`config.mk`:
```
export PLATFORM = sky130hd
export DESIGN_NAME = ssaw_front
export DESIGN_NICKNAME = d
export VERILOG_FILES = /design/src/ssaw_pkg.sv /design/src/ssaw_burst_seq.sv /design/src/ssaw_front.sv
export VERILOG_INCLUDE_DIRS = /design/src /design/src/src
export SDC_FILE = /design/constraint.sdc
export NUM_CORES = 1
export LEC_CHECK = 0
export BUFFER_PORTS_ARGS = -buffer_cell sky130_fd_sc_hd__buf_2
export CELL_PAD_IN_SITES_DETAIL_PLACEMENT = 2
export CELL_PAD_IN_SITES_GLOBAL_PLACEMENT = 2
export CORE_MARGIN = 2
export CORE_UTILIZATION = 37
export DETAILED_ROUTE_END_ITERATION = 6
export HOLD_SLACK_MARGIN = 0.08
export PLACE_DENSITY = 0.95
export SLEW_MARGIN = 20
export SYNTH_ARGS = -nofsm -noshare
export SYNTH_HDL_FRONTEND = slang
export SYNTH_SLANG_ARGS = --single-unit
```
`constraint.sdc`:
```
create_clock -name SYS_CLK -period 2.9 [get_ports SYS_CLK]
set_input_delay 0 -clock SYS_CLK [delete_from_list [all_inputs] [get_ports SYS_CLK]]
set_output_delay 0 -clock SYS_CLK [all_outputs]
set_load 0.005 [all_outputs]
```
`src/ssaw_defines.svh`:
```
// Purpose : Named constants for the synchronous SRAM address and write front end
// Assumes : Included by its bare name from every design file
// Notes   : Definitions only
`ifndef SSAW_DEFINES_SVH
`define SSAW_DEFINES_SVH

// ----------------------------------------------------------------
// Widths and field positions
// ----------------------------------------------------------------
`define SSAW_ADDR_W        19
`define SSAW_LANES         4
`define SSAW_LANE_W        9
`define SSAW_BURST_W       2
`define SSAW_BURST_LSB     0
`define SSAW_LANE_PAR_BIT  8

// ----------------------------------------------------------------
// Reset values and constants
// ----------------------------------------------------------------
`define SSAW_BURST_RST     2'h0
`define SSAW_BURST_ONE     2'h1
`define SSAW_LANES_NONE    4'h0
`define SSAW_LANES_ALL     4'hf

`endif

```
`src/ssaw_pkg.sv`:
```
// Purpose : Types shared by the SRAM front end modules
// Assumes : ssaw_defines.svh supplies the widths
// Notes   : Structs carry grouped pin samples and state
`include "ssaw_defines.svh"

package ssaw_pkg;

  // ----------------------------------------------------------------
  // Sampled bus controls
  // ----------------------------------------------------------------
  typedef struct packed {
    logic proc_addr_strobe_n;
    logic ctrl_addr_strobe_n;
    logic burst_advance_n;
    logic chip_sel1_n;
    logic chip_sel2;
    logic chip_sel3_n;
    logic byte_write_enable_n;
    logic global_write_n;
    logic [`SSAW_LANES-1:0] lane_write_sel_n;
  } ssaw_ctrl_t;

  // Capture cause
  typedef enum logic [1:0] {
    SSAW_CAP_NONE = 2'h0,
    SSAW_CAP_PROC = 2'h1,
    SSAW_CAP_CTRL = 2'h2
  } ssaw_cap_t;

  // Burst state
  typedef enum logic [0:0] {
    SSAW_IDLE  = 1'h0,
    SSAW_BURST = 1'h1
  } ssaw_state_t;

endpackage

```
`src/ssaw_burst_seq.sv`:
```
// Purpose : Burst counter and low address pair generator
// Assumes : Single clock, synchronous active low reset
// Notes   : Order select is a static strap, sampled by the caller
`include "ssaw_defines.svh"
`timescale 1ns/1ps
`default_nettype none

module ssaw_burst_seq
  import ssaw_pkg::*;
(
  input  wire logic                     SYS_CLK,
  input  wire logic                     NRST,
  input  wire logic                     load,
  input  wire logic [`SSAW_BURST_W-1:0] start_pair,
  input  wire logic                     advance,
  input  wire logic                     interleaved,
  output logic      [`SSAW_BURST_W-1:0] low_pair,
  output logic      [`SSAW_BURST_W-1:0] beat
);

  typedef struct packed {
    logic [`SSAW_BURST_W-1:0] start_ff;
    logic [`SSAW_BURST_W-1:0] beat_ff;
    logic [`SSAW_BURST_W-1:0] pair_ff;
  } ssaw_seq_st_t;

  ssaw_seq_st_t st_ff;
  ssaw_seq_st_t nxt_st;
  logic [`SSAW_BURST_W-1:0] nxt_beat;

  // Next count and next low pair; count wraps after four beats
  always_comb begin
    nxt_st   = st_ff;
    nxt_beat = `SSAW_BURST_RST;
    if (load) begin
      nxt_st.start_ff = start_pair;
      nxt_st.beat_ff  = `SSAW_BURST_RST;
      nxt_st.pair_ff  = start_pair;
    end else if (advance) begin
      nxt_beat       = st_ff.beat_ff + `SSAW_BURST_ONE;
      nxt_st.beat_ff = nxt_beat;
      if (interleaved) begin
        nxt_st.pair_ff = st_ff.start_ff ^ nxt_beat;
      end else begin
        nxt_st.pair_ff = st_ff.start_ff + nxt_beat;
      end
    end
  end

  // State register
  always_ff @(posedge SYS_CLK) begin
    if (!NRST) begin
      st_ff <= '0;
    end else begin
      st_ff <= nxt_st;
    end
  end

  assign low_pair = st_ff.pair_ff;
  assign beat     = st_ff.beat_ff;

endmodule

`default_nettype wire

```
`src/ssaw_front.sv`:
```
// Purpose : Address capture, burst control and byte lane write decode
// Assumes : Bus master drives all pins on SYS_CLK; every pin is still double synchronised
// Notes   : Outputs follow the sampled pins by the synchroniser depth plus one edge
`include "ssaw_defines.svh"
`timescale 1ns/1ps
`default_nettype none

module ssaw_front
  import ssaw_pkg::*;
#(
  parameter int ADDR_W = `SSAW_ADDR_W,
  parameter int LANES  = `SSAW_LANES,
  parameter int LANE_W = `SSAW_LANE_W
) (
  input  wire logic                    SYS_CLK,
  input  wire logic                    NRST,
  input  wire logic [ADDR_W-1:0]       ADDR,
  input  wire logic                    PROC_ADDR_STROBE_N,
  input  wire logic                    CTRL_ADDR_STROBE_N,
  input  wire logic                    BURST_ADVANCE_N,
  input  wire logic                    CHIP_SEL1_N,
  input  wire logic                    CHIP_SEL2,
  input  wire logic                    CHIP_SEL3_N,
  input  wire logic [LANES-1:0]        LANE_WRITE_SEL_N,
  input  wire logic                    BYTE_WRITE_ENABLE_N,
  input  wire logic                    GLOBAL_WRITE_N,
  input  wire logic                    BURST_ORDER,
  input  wire logic [LANES*LANE_W-1:0] WRITE_DATA,
  output logic      [ADDR_W-1:0]       MEM_ADDR,
  output logic                         ADDR_VALID,
  output logic      [1:0]              CAPTURE_CAUSE,
  output logic      [LANES-1:0]        LANE_WRITE,
  output logic      [LANES*LANE_W-1:0] LANE_DATA,
  output logic      [1:0]              BURST_BEAT
);

  // ----------------------------------------------------------------
  // Elaboration checks
  // ----------------------------------------------------------------
  if (ADDR_W <= `SSAW_BURST_W) begin : g_bad_addr
    $error("ADDR_W must exceed the burst counter width");
  end
  if (LANE_W != `SSAW_LANE_W) begin : g_bad_lane
    $error("LANE_W must be eight data bits plus parity");
  end
  if (LANES < 1) begin : g_bad_lanes
    $error("LANES must be at least one");
  end

  // ----------------------------------------------------------------
  // Pin synchronisers
  // ----------------------------------------------------------------
  ssaw_ctrl_t              ctrl_raw;
  ssaw_ctrl_t              ctrl_m_ff;
  ssaw_ctrl_t              ctrl_s_ff;
  logic [ADDR_W-1:0]       addr_m_ff;
  logic [ADDR_W-1:0]       addr_s_ff;
  logic [LANES*LANE_W-1:0] data_m_ff;
  logic [LANES*LANE_W-1:0] data_s_ff;
  logic                    order_m_ff;
  logic                    order_s_ff;

  assign ctrl_raw = '{proc_addr_strobe_n:  PROC_ADDR_STROBE_N,
                      ctrl_addr_strobe_n:  CTRL_ADDR_STROBE_N,
                      burst_advance_n:     BURST_ADVANCE_N,
                      chip_sel1_n:         CHIP_SEL1_N,
                      chip_sel2:           CHIP_SEL2,
                      chip_sel3_n:         CHIP_SEL3_N,
                      byte_write_enable_n: BYTE_WRITE_ENABLE_N,
                      global_write_n:      GLOBAL_WRITE_N,
                      lane_write_sel_n:    LANE_WRITE_SEL_N};

  // Two stages before any logic; rising edge only, control pins and strap idle high at reset, address and data low
  always_ff @(posedge SYS_CLK) begin
    if (!NRST) begin
      ctrl_m_ff  <= '1;
      ctrl_s_ff  <= '1;
      addr_m_ff  <= '0;
      addr_s_ff  <= '0;
      data_m_ff  <= '0;
      data_s_ff  <= '0;
      order_m_ff <= 1'h1;
      order_s_ff <= 1'h1;
    end else begin
      ctrl_m_ff  <= ctrl_raw;
      ctrl_s_ff  <= ctrl_m_ff;
      addr_m_ff  <= ADDR;
      addr_s_ff  <= addr_m_ff;
      data_m_ff  <= WRITE_DATA;
      data_s_ff  <= data_m_ff;
      order_m_ff <= BURST_ORDER;
      order_s_ff <= order_m_ff;
    end
  end

  // ----------------------------------------------------------------
  // Capture decode
  // ----------------------------------------------------------------
  // Called only by the capture decode
  function automatic logic chip_active(input ssaw_ctrl_t c);
    return !c.chip_sel1_n && c.chip_sel2 && !c.chip_sel3_n;
  endfunction

  ssaw_cap_t cap;
  logic      chip_on;

  // Processor strobe has priority; it is dropped when sel1 is high,
  // while the controller strobe still needs all enables active
  always_comb begin
    chip_on = chip_active(ctrl_s_ff);
    cap     = SSAW_CAP_NONE;
    if (!ctrl_s_ff.proc_addr_strobe_n && !ctrl_s_ff.chip_sel1_n) begin
      if (chip_on) begin
        cap = SSAW_CAP_PROC;
      end
    end else if (!ctrl_s_ff.ctrl_addr_strobe_n && chip_on) begin
      cap = SSAW_CAP_CTRL;
    end
  end

  // ----------------------------------------------------------------
  // Front end state
  // ----------------------------------------------------------------
  typedef struct packed {
    ssaw_state_t             state_ff;
    logic [ADDR_W-1:0]       addr_ff;
    logic                    valid_ff;
    ssaw_cap_t               cause_ff;
    logic [LANES-1:0]        lane_wr_ff;
    logic [LANES*LANE_W-1:0] data_ff;
  } ssaw_front_st_t;

  ssaw_front_st_t st_ff;
  ssaw_front_st_t nxt_st;
  logic [`SSAW_BURST_W-1:0] low_pair;
  logic [LANES-1:0]         lane_sel;
  logic                     advance;

  assign advance = (st_ff.state_ff == SSAW_BURST) && !ctrl_s_ff.burst_advance_n &&
                   (cap == SSAW_CAP_NONE);

  // Per lane write strobe; global write overrides selects and byte enable
  for (genvar i = 0; i < LANES; i++) begin : g_lane
    assign lane_sel[i] = !ctrl_s_ff.global_write_n ||
                         (!ctrl_s_ff.byte_write_enable_n &&
                          !ctrl_s_ff.lane_write_sel_n[i]);
  end

  // Next state
  always_comb begin
    nxt_st          = st_ff;
    nxt_st.valid_ff = 1'h0;
    nxt_st.cause_ff = cap;
    if (cap != SSAW_CAP_NONE) begin
      nxt_st.state_ff = SSAW_BURST;
      nxt_st.addr_ff  = addr_s_ff;
      nxt_st.valid_ff = 1'h1;
    end else if (advance) begin
      nxt_st.valid_ff = 1'h1;
    end
    // Writes only land on a capture or burst advance cycle
    if (nxt_st.valid_ff) begin
      nxt_st.lane_wr_ff = lane_sel;
    end else begin
      nxt_st.lane_wr_ff = `SSAW_LANES_NONE;
    end
    nxt_st.data_ff = data_s_ff;
  end

  always_ff @(posedge SYS_CLK) begin
    if (!NRST) begin
      st_ff <= '{state_ff: SSAW_IDLE, cause_ff: SSAW_CAP_NONE, default: '0};
    end else begin
      st_ff <= nxt_st;
    end
  end

  // ----------------------------------------------------------------
  // Burst counter
  // ----------------------------------------------------------------
  // Strap sampled through synchroniser; it must stay static anyway
  ssaw_burst_seq u_seq (
    .SYS_CLK     (SYS_CLK),
    .NRST        (NRST),
    .load        (cap != SSAW_CAP_NONE),
    .start_pair  (addr_s_ff[`SSAW_BURST_LSB +: `SSAW_BURST_W]),
    .advance     (advance),
    .interleaved (order_s_ff),
    .low_pair    (low_pair),
    .beat        (BURST_BEAT)
  );

  // ----------------------------------------------------------------
  // Outputs
  // ----------------------------------------------------------------
  // Low pair comes from the counter so bursts walk without new addresses.
  // A pin sampled at one edge reaches these outputs three edges later:
  // the price of synchronising every pin, which the far side must plan for.
  // Strobes stand for one cycle only, so a consumer must take them as they
  // appear; address and beat hold until the next capture or advance.
  assign MEM_ADDR      = {st_ff.addr_ff[ADDR_W-1:`SSAW_BURST_W], low_pair};
  assign ADDR_VALID    = st_ff.valid_ff;
  assign CAPTURE_CAUSE = st_ff.cause_ff;
  assign LANE_WRITE    = st_ff.lane_wr_ff;
  assign LANE_DATA     = st_ff.data_ff;      // lane i owns bits i*9 .. i*9+8, parity on top

endmodule

`default_nettype wire

```
==> flow_summary.ini, run 1 <==
[hold_path]
hold_path_class = in -> reg

[yosys]
synth_ff_type = dfxtp_1
synth_most_common_cell = dfxtp_1
yosys-top-cells-area = dfxtp_1 65%, and2_1 15%, buf_4 7.1%
synth_cell_types = 33
avgSynthCellArea_um2 = 11.2
syn-cell-area_um2 = 6280
yosys_warnings = 0
synth.net_count = 632
synth_common_cells = 203 x dfxtp_1, 147 x and2_1, 59 x buf_4
synth_top_cell_by_area = dfxtp_1
ys_async_sr_fraction_pct = 0
synth_edf_count = 0
synth-seq-area-share_pct = 64.8
ys_ff_latch = 203
netlist_instances = 561
synth_top_area_share_pct = 64.8

[routing]
vias_per_cell = 4.48
drt_wl_total_um = 18500
vias = 4299
drc = 0
ant_nets = 0
drt_first_pass_iters = 4
drt_iter0_markers = 112
wl_per_cell_um = 19.3

[critical_path]
critPathArrivalTime_ns = 2.33
slowest_stage = clkinv_1
critical_path.top_delay_family = buffers and inverters
end_kind = register
path_max_fanout = 49
r2r_slack_ns = 0.96
critPathKind = in -> reg
crit_chain = dlygate4sd3_1 -> buf_4 -> clkinv_1 -> a311oi_1
crit_required_ns = 3.25
startpoint_type = input port
cp.buffers_inverters = 3
slowest_delay_ns = 0.76

[cts]
cts.htree.levels = 1
clock_latency_ns = 0.50
post_cts_resized = 0
clock-sinks = 203
root_buffer = clkbuf_16
cts_tree = yes
cts.reportedPaths.clkPinSlew_ns = 0.06
cts_made_buffers = 22
clockBufferDepth = 3

[final_layout]
stdcell_count = 960
design_area_um2 = 8360
num_antenna_cells = 0
fin_nets = 796
syn2layout_area_growth_pct = 33.2
drive_above_1_share_pct = 23.4

[timing]
fin_tns_setup_ns = 0
fmax_mhz = 506
fin_crit_ns = 1.98
worst_pin_slew_ns = 0.943
timing.final.crit_share_pct = 68.1
slew_violations = 0
rsz0062_at_grt = false
fin_skew_ns = 0.0140
setup_violations = 0
hold_slack_ns = 0.239
max-slew-margin-rel_pct = 37.1
hold_viol_final = 0

[floorplan]
dieArea_um2 = 18000
io_pins = 134
core_area_um2 = 16600
fp-row-count = 47
die_w_um = 134
die_h_um = 134
start_util_pct = 37.8

[global_routing]
grt_pass1_wl_um = 28500
grt_pass1_vias = 5026
grtUsageTotal_pct = 20.7
overflow = 0
grt_max_degree = 131
antenna_found_initial = 0

[power_and_ir_drop]
power_mw = 6.12
leakage_nw = 3.63
irDropWorstVdd_mv = 0.404
powerDensity_nw_per_um2 = 732

[outcome]
outcome = completed

[place]
dp_cells = 828
finalWeightedCongestion = 0.760
hpwlAfterDp_um = 9840
place_area_um2 = 6680
port-buffer-count = 133

[job]
cap_viol_max_count = 0
==> where the power goes <==
group | leakage [nW] | switching, mW | internal, mW
combinational | 1.59 | 0.128 | 0.179
clock | 0.373 | 1.13 | 1.76
sequential | 1.67 | 0.0334 | 2.89
==> registers in the layout, indices dropped and copies added, names as in the netlist <==
signal,flops
addr_s_ff,19
ctrl_s_ff,12
data_s_ff,36
st_ff,2
data_m_ff,36
CAPTURE_CAUSE,2
addr_m_ff,19
ADDR_VALID,1
order_m_ff,1
ctrl_m_ff,12
u_seq.st_ff,1
order_s_ff,1
MEM_ADDR,17
LANE_DATA,36
LANE_WRITE,4
u_seq.beat,2
u_seq.low_pair,2
==> worst reg2reg max path, delay by kind of cell, from the launching register on <==
family / cells / cell delay, ns
and+or+nand+nor: 2 / 1.02
AOI/OAI and AO/OA: 1 / 0.39
DFF: 1 / 0.39
==> routing by layer <==
layer | track usage [%] | up-vias | share of wire, %
met1 | 20.3 | 2085 | 35
met5 | 0 | - | 0
met3 | 3.74 | 48 | 4.0
li1 | - | 2031 | -
met2 | 42.0 | 135 | 57
met4 | 8.19 | 0 | 3.5
==> worst paths after layout <==
| kind | startpoint | end | cells past startpoint |
|---|---|---|---|
| worst min register to register | ctrl_m_ff[1]$_SDFF_PN1_ | ctrl_s_ff[1]$_SDFF_PN1_ | 1 |
| worst max-delay path | NRST | u_seq.low_pair[0]$_SDFFE_PN0P_ | 4 |
| worst max register to register | ctrl_s_ff[11]$_SDFF_PN1_ | u_seq.low_pair[1]$_SDFFE_PN0P_ | 3 |
| worst min-delay path | LANE_WRITE_SEL_N[1] | ctrl_m_ff[1]$_SDFF_PN1_ | 3 |
==> cell usage in the layout, fill, tap and decap left out, types with 2 or more instances in the layout <==
| master | Yosys | layout |
|---|---|---|
| dfxtp_1 | 203 | 203 |
| nand2_1 | 6 | 6 |
| dlygate4sd3_1 | 0 | 93 |
| o21ai_1 | 19 | 19 |
| nor2_1 | 3 | 3 |
| bufinv_16 | 0 | 2 |
| clkbuf_8 | 0 | 5 |
| nand2b_1 | 27 | 27 |
| o21a_1 | 5 | 5 |
| and2_1 | 147 | 147 |
| nand3_1 | 19 | 19 |
| a21oi_1 | 20 | 20 |
| buf_4 | 59 | 2 |
| clkbuf_16 | 0 | 23 |
| clkinv_2 | 0 | 3 |
| clkbuf_1 | 23 | 4 |
| nor2b_1 | 2 | 2 |
| nor3_1 | 5 | 5 |
| buf_2 | 3 | 132 |
==> through the flow <==
step,util (%),setup WS [ns]
after global placement,40.3,1.37
after floorplan,-,1.49
after detailed placement,40.3,1.09
after CTS,50.4,0.991
after global routing,50.4,0.818
final,50.4,0.924
==> repair_timing <==
item / 4_1_cts / 5_1_grt
buffers inserted: 0 / 0
hold endpoints to repair: 92 / 0
hold buffers: 93 / 0
==> final cells by class <==
type                       count  area [µm²]
sequential                   203        4060
clock inverter                 7        92.6
fill                        1636        8230
multi-input combinational    268        1630
tap                          220         275
clock buffer                  32         659
timing repair buffer         228        1630
inverter                       2        7.51
==> kinds of logic after synthesis <==
family	after synthesis	synth area share (%)
buffers and inverters	90	9.23
DFF	203	64.8
adders and majority gates	1	0.199
xor gates and xnor gates	3	0.638
and+or+nand+nor	215	20.9
AOI/OAI and AO/OA	49	4.33
Power figures use the tool's default switching activity.
==> run 2: changes to the inputs <==
- CORE_UTILIZATION: 37 -> 34
- PLACE_DENSITY: 0.95 -> 0.89
- clock period: 2.9 -> 1.87 ns (I/O delays scaled with it)
==> run 2 against run 1 <==
  * Global-route usage fell by 2.7 points
  * Die area rose by 8.6%
  * Register-to-register slack worse by 0.74 ns
  * Core utilization down 4.4 points
  * Design area shrank 0.79%
  * Combinational power grew 52%
  * Highest routed layer unchanged
  * Sequential share of layout area increased by 0.39 points
==> flow_summary.ini, run 2 (synthesized netlist as in run 1, its figures left out) <==
[power_and_ir_drop]
seqPwrFrac_pct = 48.2
comb_power_share_pct = 4.9
powerDensity_nw_per_um2 = 1130
sw_frac_of_total_pct = 21.0
irDropWorstVdd_mv = 0.652
p_sw_mw = 1.97
p_clk_share_pct = 46.8
p_int_mw = 7.43
leakage_nw = 3.59
power_mw = 9.40

[place]
dp_slack_ns = 0.305
hpwlAfterDp_um = 9420
place_area_um2 = 6720
port-buffer-count = 133
finalWeightedCongestion = 0.768

[timing]
setup_violations = 0
max-slew-margin-rel_pct = 65.8
rsz0062_at_grt = false
worst_pin_slew_ns = 0.511
fin_crit_ns = 1.65
slew_violations = 0
fmax_mhz = 605
fin_skew_ns = 0.00767
worst_slack_ns = 0.216
fin_tns_setup_ns = 0
timing.final.crit_share_pct = 88.5
hold_viol_final = 0

[cts]
postCtsHoldBufs = 83
root_buffer = clkbuf_16
clockBufferDepth = 3
cts_made_buffers = 22
clock-sinks = 203
cts.reportedPaths.clkPinSlew_ns = 0.06
postCtsSetupBuffers = 0
cts_tree = yes
clock_latency_ns = 0.49
cts.htree.levels = 1
post_cts_resized = 0

[floorplan]
start_util_pct = 34.8
core_area_um2 = 18000
fp-row-count = 49
die_w_um = 140
die_h_um = 140
dieArea_um2 = 19600
io_pins = 134

[routing]
vias = 4219
drt_first_pass_iters = 4
vias_per_cell = 4.39
wl_per_cell_um = 18.2
drc = 0
drt_iter0_markers = 95
ant_nets = 0
drt_wl_total_um = 17500

[critical_path]
crit_chain = inv_1 -> ha_1 -> nor2b_1 -> xnor3_1 -> o311ai_1
path_max_fanout = 4
critical_path.top_delay_family = flip-flops
critPathKind = reg -> reg
slowest_delay_ns = 0.43
critPathArrivalTime_ns = 2.03
startpoint_type = register
end_kind = register
slowest_stage = dfxtp_1
cp.buffers_inverters = 1
crit_required_ns = 2.25

[global_routing]
overflow = 0
grt_pass1_wl_um = 27500
antenna_found_initial = 0
grt_max_degree = 99
grt_pass1_vias = 4934
grtUsageTotal_pct = 18.0

[final_layout]
num_antenna_cells = 0
layout_commonest_cell = dfxtp_1
post-route-util_pct = 46.0
drive_above_1_share_pct = 24.1
fin_nets = 791
syn2layout_area_growth_pct = 32.1
mostFrequentLayoutCells = 203 x dfxtp_1, 147 x and2_1, 132 x buf_2, 83 x dlygate4sd3_1, 27 x nand2b_1
design_area_um2 = 8290

[job]
cap_viol_max_count = 0

[hold_path]
hold_path_class = in -> reg

[outcome]
outcome = completed
[run 2: cell count changes in the layout (fill, tap and decap cells not counted), sizes merged]
cell         previous run  this run
clkinv                  5         4
clkbuf                 32        30
dlygate4sd3            93        83
buf                   135       140
clkinvlp                0         1
[run 2: tightest hold or removal path, cell delays in order]
cell           delay (ns)
dlygate4sd3_1        0.52
buf_2                0.09
and2_1               0.10
[run 2: stage by stage]
stage / cells / hold WS, ns
after floorplan: 561 / 0.101
after global placement: 842 / 0.182
after detailed placement: 842 / 0.190
after CTS: 962 / 0.204
after global routing: 962 / 0.262
final: 962 / 0.253
[run 2: final timing paths]
| check | depth (start not counted) | startpoint | end | slack (ns) |
|---|---|---|---|---|
| max | 5 | u_seq.beat[0]$_SDFFE_PP0P_ | u_seq.low_pair[1]$_SDFFE_PN0P_ | 0.22 |
| max reg2reg | 5 | u_seq.beat[0]$_SDFFE_PP0P_ | u_seq.low_pair[1]$_SDFFE_PN0P_ | 0.22 |
| min | 3 | ADDR[11] | addr_m_ff[11]$_SDFF_PN0_ | 0.25 |
| min reg2reg | 1 | ctrl_m_ff[7]$_SDFF_PN1_ | ctrl_s_ff[7]$_SDFF_PN1_ | 0.41 |
[run 2: power by group through the flow]
| stage | clock network, mW | registers, mW | logic (mW) |
|---|---|---|---|
| after floorplan | 0 | 4.60 | 0.197 |
| after global placement | 0 | 4.61 | 0.292 |
| after detailed placement | 0 | 4.62 | 0.313 |
| after CTS | 4.47 | 4.53 | 0.450 |
| after global routing | 4.72 | 4.55 | 0.512 |
| final | 4.40 | 4.54 | 0.465 |
[run 2: routing by layer]
layer | part of all wire (%) | GRT usage [%] | vias up
li1 | - | - | 2025
met1 | 36 | 18.4 | 2041
met2 | 56 | 35.5 | 109
met3 | 3.6 | 3.20 | 44
met4 | 4.1 | 7.79 | 0
met5 | 0 | 0 | -
[run 2: final cells by class]
cell class / count / area (µm²)
Fill cell: 1823 / 9730
Sequential cell: 203 / 4060
Multi-Input combinational cell: 268 / 1630
Timing Repair Buffer: 223 / 1560
Clock buffer: 30 / 642
Tap cell: 229 / 287
Clock inverter: 7 / 95.1
Inverter: 2 / 7.51
==> run 3: changes to the inputs <==
- BUFFER_PORTS_ARGS: -buffer_cell sky130_fd_sc_hd__buf_2 -> -buffer_cell sky130_fd_sc_hd__buf_4
- clock period: 1.87 -> 1.73 ns (I/O delays scaled with it)
==> run 3 against run 2 <==
  * Sequential cell count did not move
  * Combinational power is 20% higher
  * Sequential share of layout area decreased by 1.7 points
==> flow_summary.ini, run 3 (synthesized netlist as in run 1, its figures left out) <==
[routing]
wl_per_cell_um = 18.3
vias = 4169
vias_per_cell = 4.34
drt_first_pass_iters = 4
drc = 0
ant_nets = 0
drt_wl_total_um = 17600
drt_iter0_markers = 109

[place]
hpwlAfterDp_um = 10000
port-buffer-count = 133
finalWeightedCongestion = 0.761

[power_and_ir_drop]
p_int_mw = 8.09
leakage_nw = 3.62
sw_frac_of_total_pct = 20.4
irDropWorstVdd_mv = 0.710
powerDensity_nw_per_um2 = 1180
power_mw = 10.2
p_sw_mw = 2.08
seqPwrFrac_pct = 48.3
comb_power_share_pct = 5.5
p_clk_share_pct = 46.3

[cts]
cts_tree = yes
cts.reportedPaths.clkPinSlew_ns = 0.06
clockBufferDepth = 3
cts_made_buffers = 23
clock_latency_ns = 0.48
clock-sinks = 203
root_buffer = clkbuf_16
cts.htree.levels = 1

[job]
cap_viol_max_count = 0

[timing]
fmax_mhz = 629
setup_violations = 0
fin_tns_setup_ns = 0
slew_violations = 0
hold_viol_final = 0
rsz0062_at_grt = false
max-slew-margin-rel_pct = 54.3
fin_crit_ns = 1.59
worst_pin_slew_ns = 0.685
fin_skew_ns = 0.00883
timing.final.crit_share_pct = 91.9

[final_layout]
syn2layout_area_growth_pct = 36.9
fin_nets = 789
layout_commonest_cell = dfxtp_1
seqCellArea_um2 = 4060
mostFrequentLayoutCells = 203 x dfxtp_1, 147 x and2_1, 139 x buf_4, 80 x dlygate4sd3_1, 27 x nand2b_1
multi_input_area_um2 = 1630
num_antenna_cells = 0
fillerInstances = 1808
drive_above_1_share_pct = 24.1

[global_routing]
grt_pass1_vias = 4829
grt_max_degree = 115
grtUsageTotal_pct = 17.5
grt_pass1_wl_um = 26600
overflow = 0
antenna_found_initial = 0

[hold_path]
hold_path_class = in -> reg

[floorplan]
io_pins = 134
die_w_um = 140
fp-row-count = 49
dieArea_um2 = 19600
start_util_pct = 34.8
core_area_um2 = 18000
die_h_um = 140

[critical_path]
critical_path.top_delay_family = simple AND/OR/NAND/NOR gates
slowest_delay_ns = 0.59
critPathKind = reg -> reg
cp.buffers_inverters = 1
crit_required_ns = 2.14
startpoint_type = register
end_kind = register
slowest_stage = and2_1
path_max_fanout = 14
critPathArrivalTime_ns = 2.00
crit_chain = and2_1 -> buf_4 -> o21ai_1 -> a21oi_1

[outcome]
outcome = completed
run 3: metrics by stage:
step | area [µm²] | cells | worst slack, ns | util [%] | hold WS (ns)
global placement | 7050 | 842 | 0.294 | 39.1 | 0.187
CTS | 8590 | 960 | 0.147 | 47.7 | 0.234
global route | 8590 | 960 | 0.0325 | 47.7 | 0.260
finish | 8590 | 960 | 0.140 | 47.7 | 0.259
floorplan | 6280 | 561 | 0.316 | - | 0.101
detailed placement | 7050 | 842 | 0.175 | 39.1 | 0.189
run 3: area by class of cell:
class | count | share of cell area (%)
sequential | 203 | 47.3
inverter | 2 | 0.0874
clock buffer | 32 | 7.56
tap | 229 | 3.34
timing repair buffer | 220 | 21.7
multi-input combinational | 268 | 19.0
clock inverter | 6 | 0.991
run 3: per-layer routing:
metal	share of wire, %	track usage (%)	vias up	wire length [µm]
met3	3.4	2.89	26	598
met1	36	17.2	2026	6260
met2	59	36.6	99	10300
met5	0	0	-	0
met4	2.3	5.26	0	399
li1	-	-	2018	-
run 3: worst paths after layout:
check	startpoint	endpoint	slack [ns]	cells past startpoint
max	ctrl_s_ff[11]$_SDFF_PN1_	MEM_ADDR[16]$_SDFFE_PN0P_	0.14	4
min	WRITE_DATA[2]	data_m_ff[2]$_SDFF_PN0_	0.26	3
max reg2reg	ctrl_s_ff[11]$_SDFF_PN1_	MEM_ADDR[16]$_SDFFE_PN0P_	0.14	4
min reg2reg	ctrl_m_ff[7]$_SDFF_PN1_	ctrl_s_ff[7]$_SDFF_PN1_	0.42	1
run 3: power groups by stage:
stage | clock [mW] | combinational, mW | sequential (mW)
floorplan | 0 | 0.212 | 4.97
finish | 4.70 | 0.559 | 4.90
global route | 5.05 | 0.607 | 4.92
detailed placement | 0 | 0.395 | 5.00
global placement | 0 | 0.369 | 4.99
CTS | 4.82 | 0.546 | 4.90
run 3: worst reg2reg max path, delay by kind of cell (launching register included):
kind	cells	cell delay, ns
AO/OA/AOI/OAI	2	0.27
buffers and inverters	1	0.30
flip-flops	1	0.37
AND/OR/NAND/NOR	1	0.59
run 3: repair_timing:
item                                   CTS  global route
setup buffers                            0             0
hold buffers                            80             0
gates resized for setup                  0             0
endpoints found under the hold margin   86             0
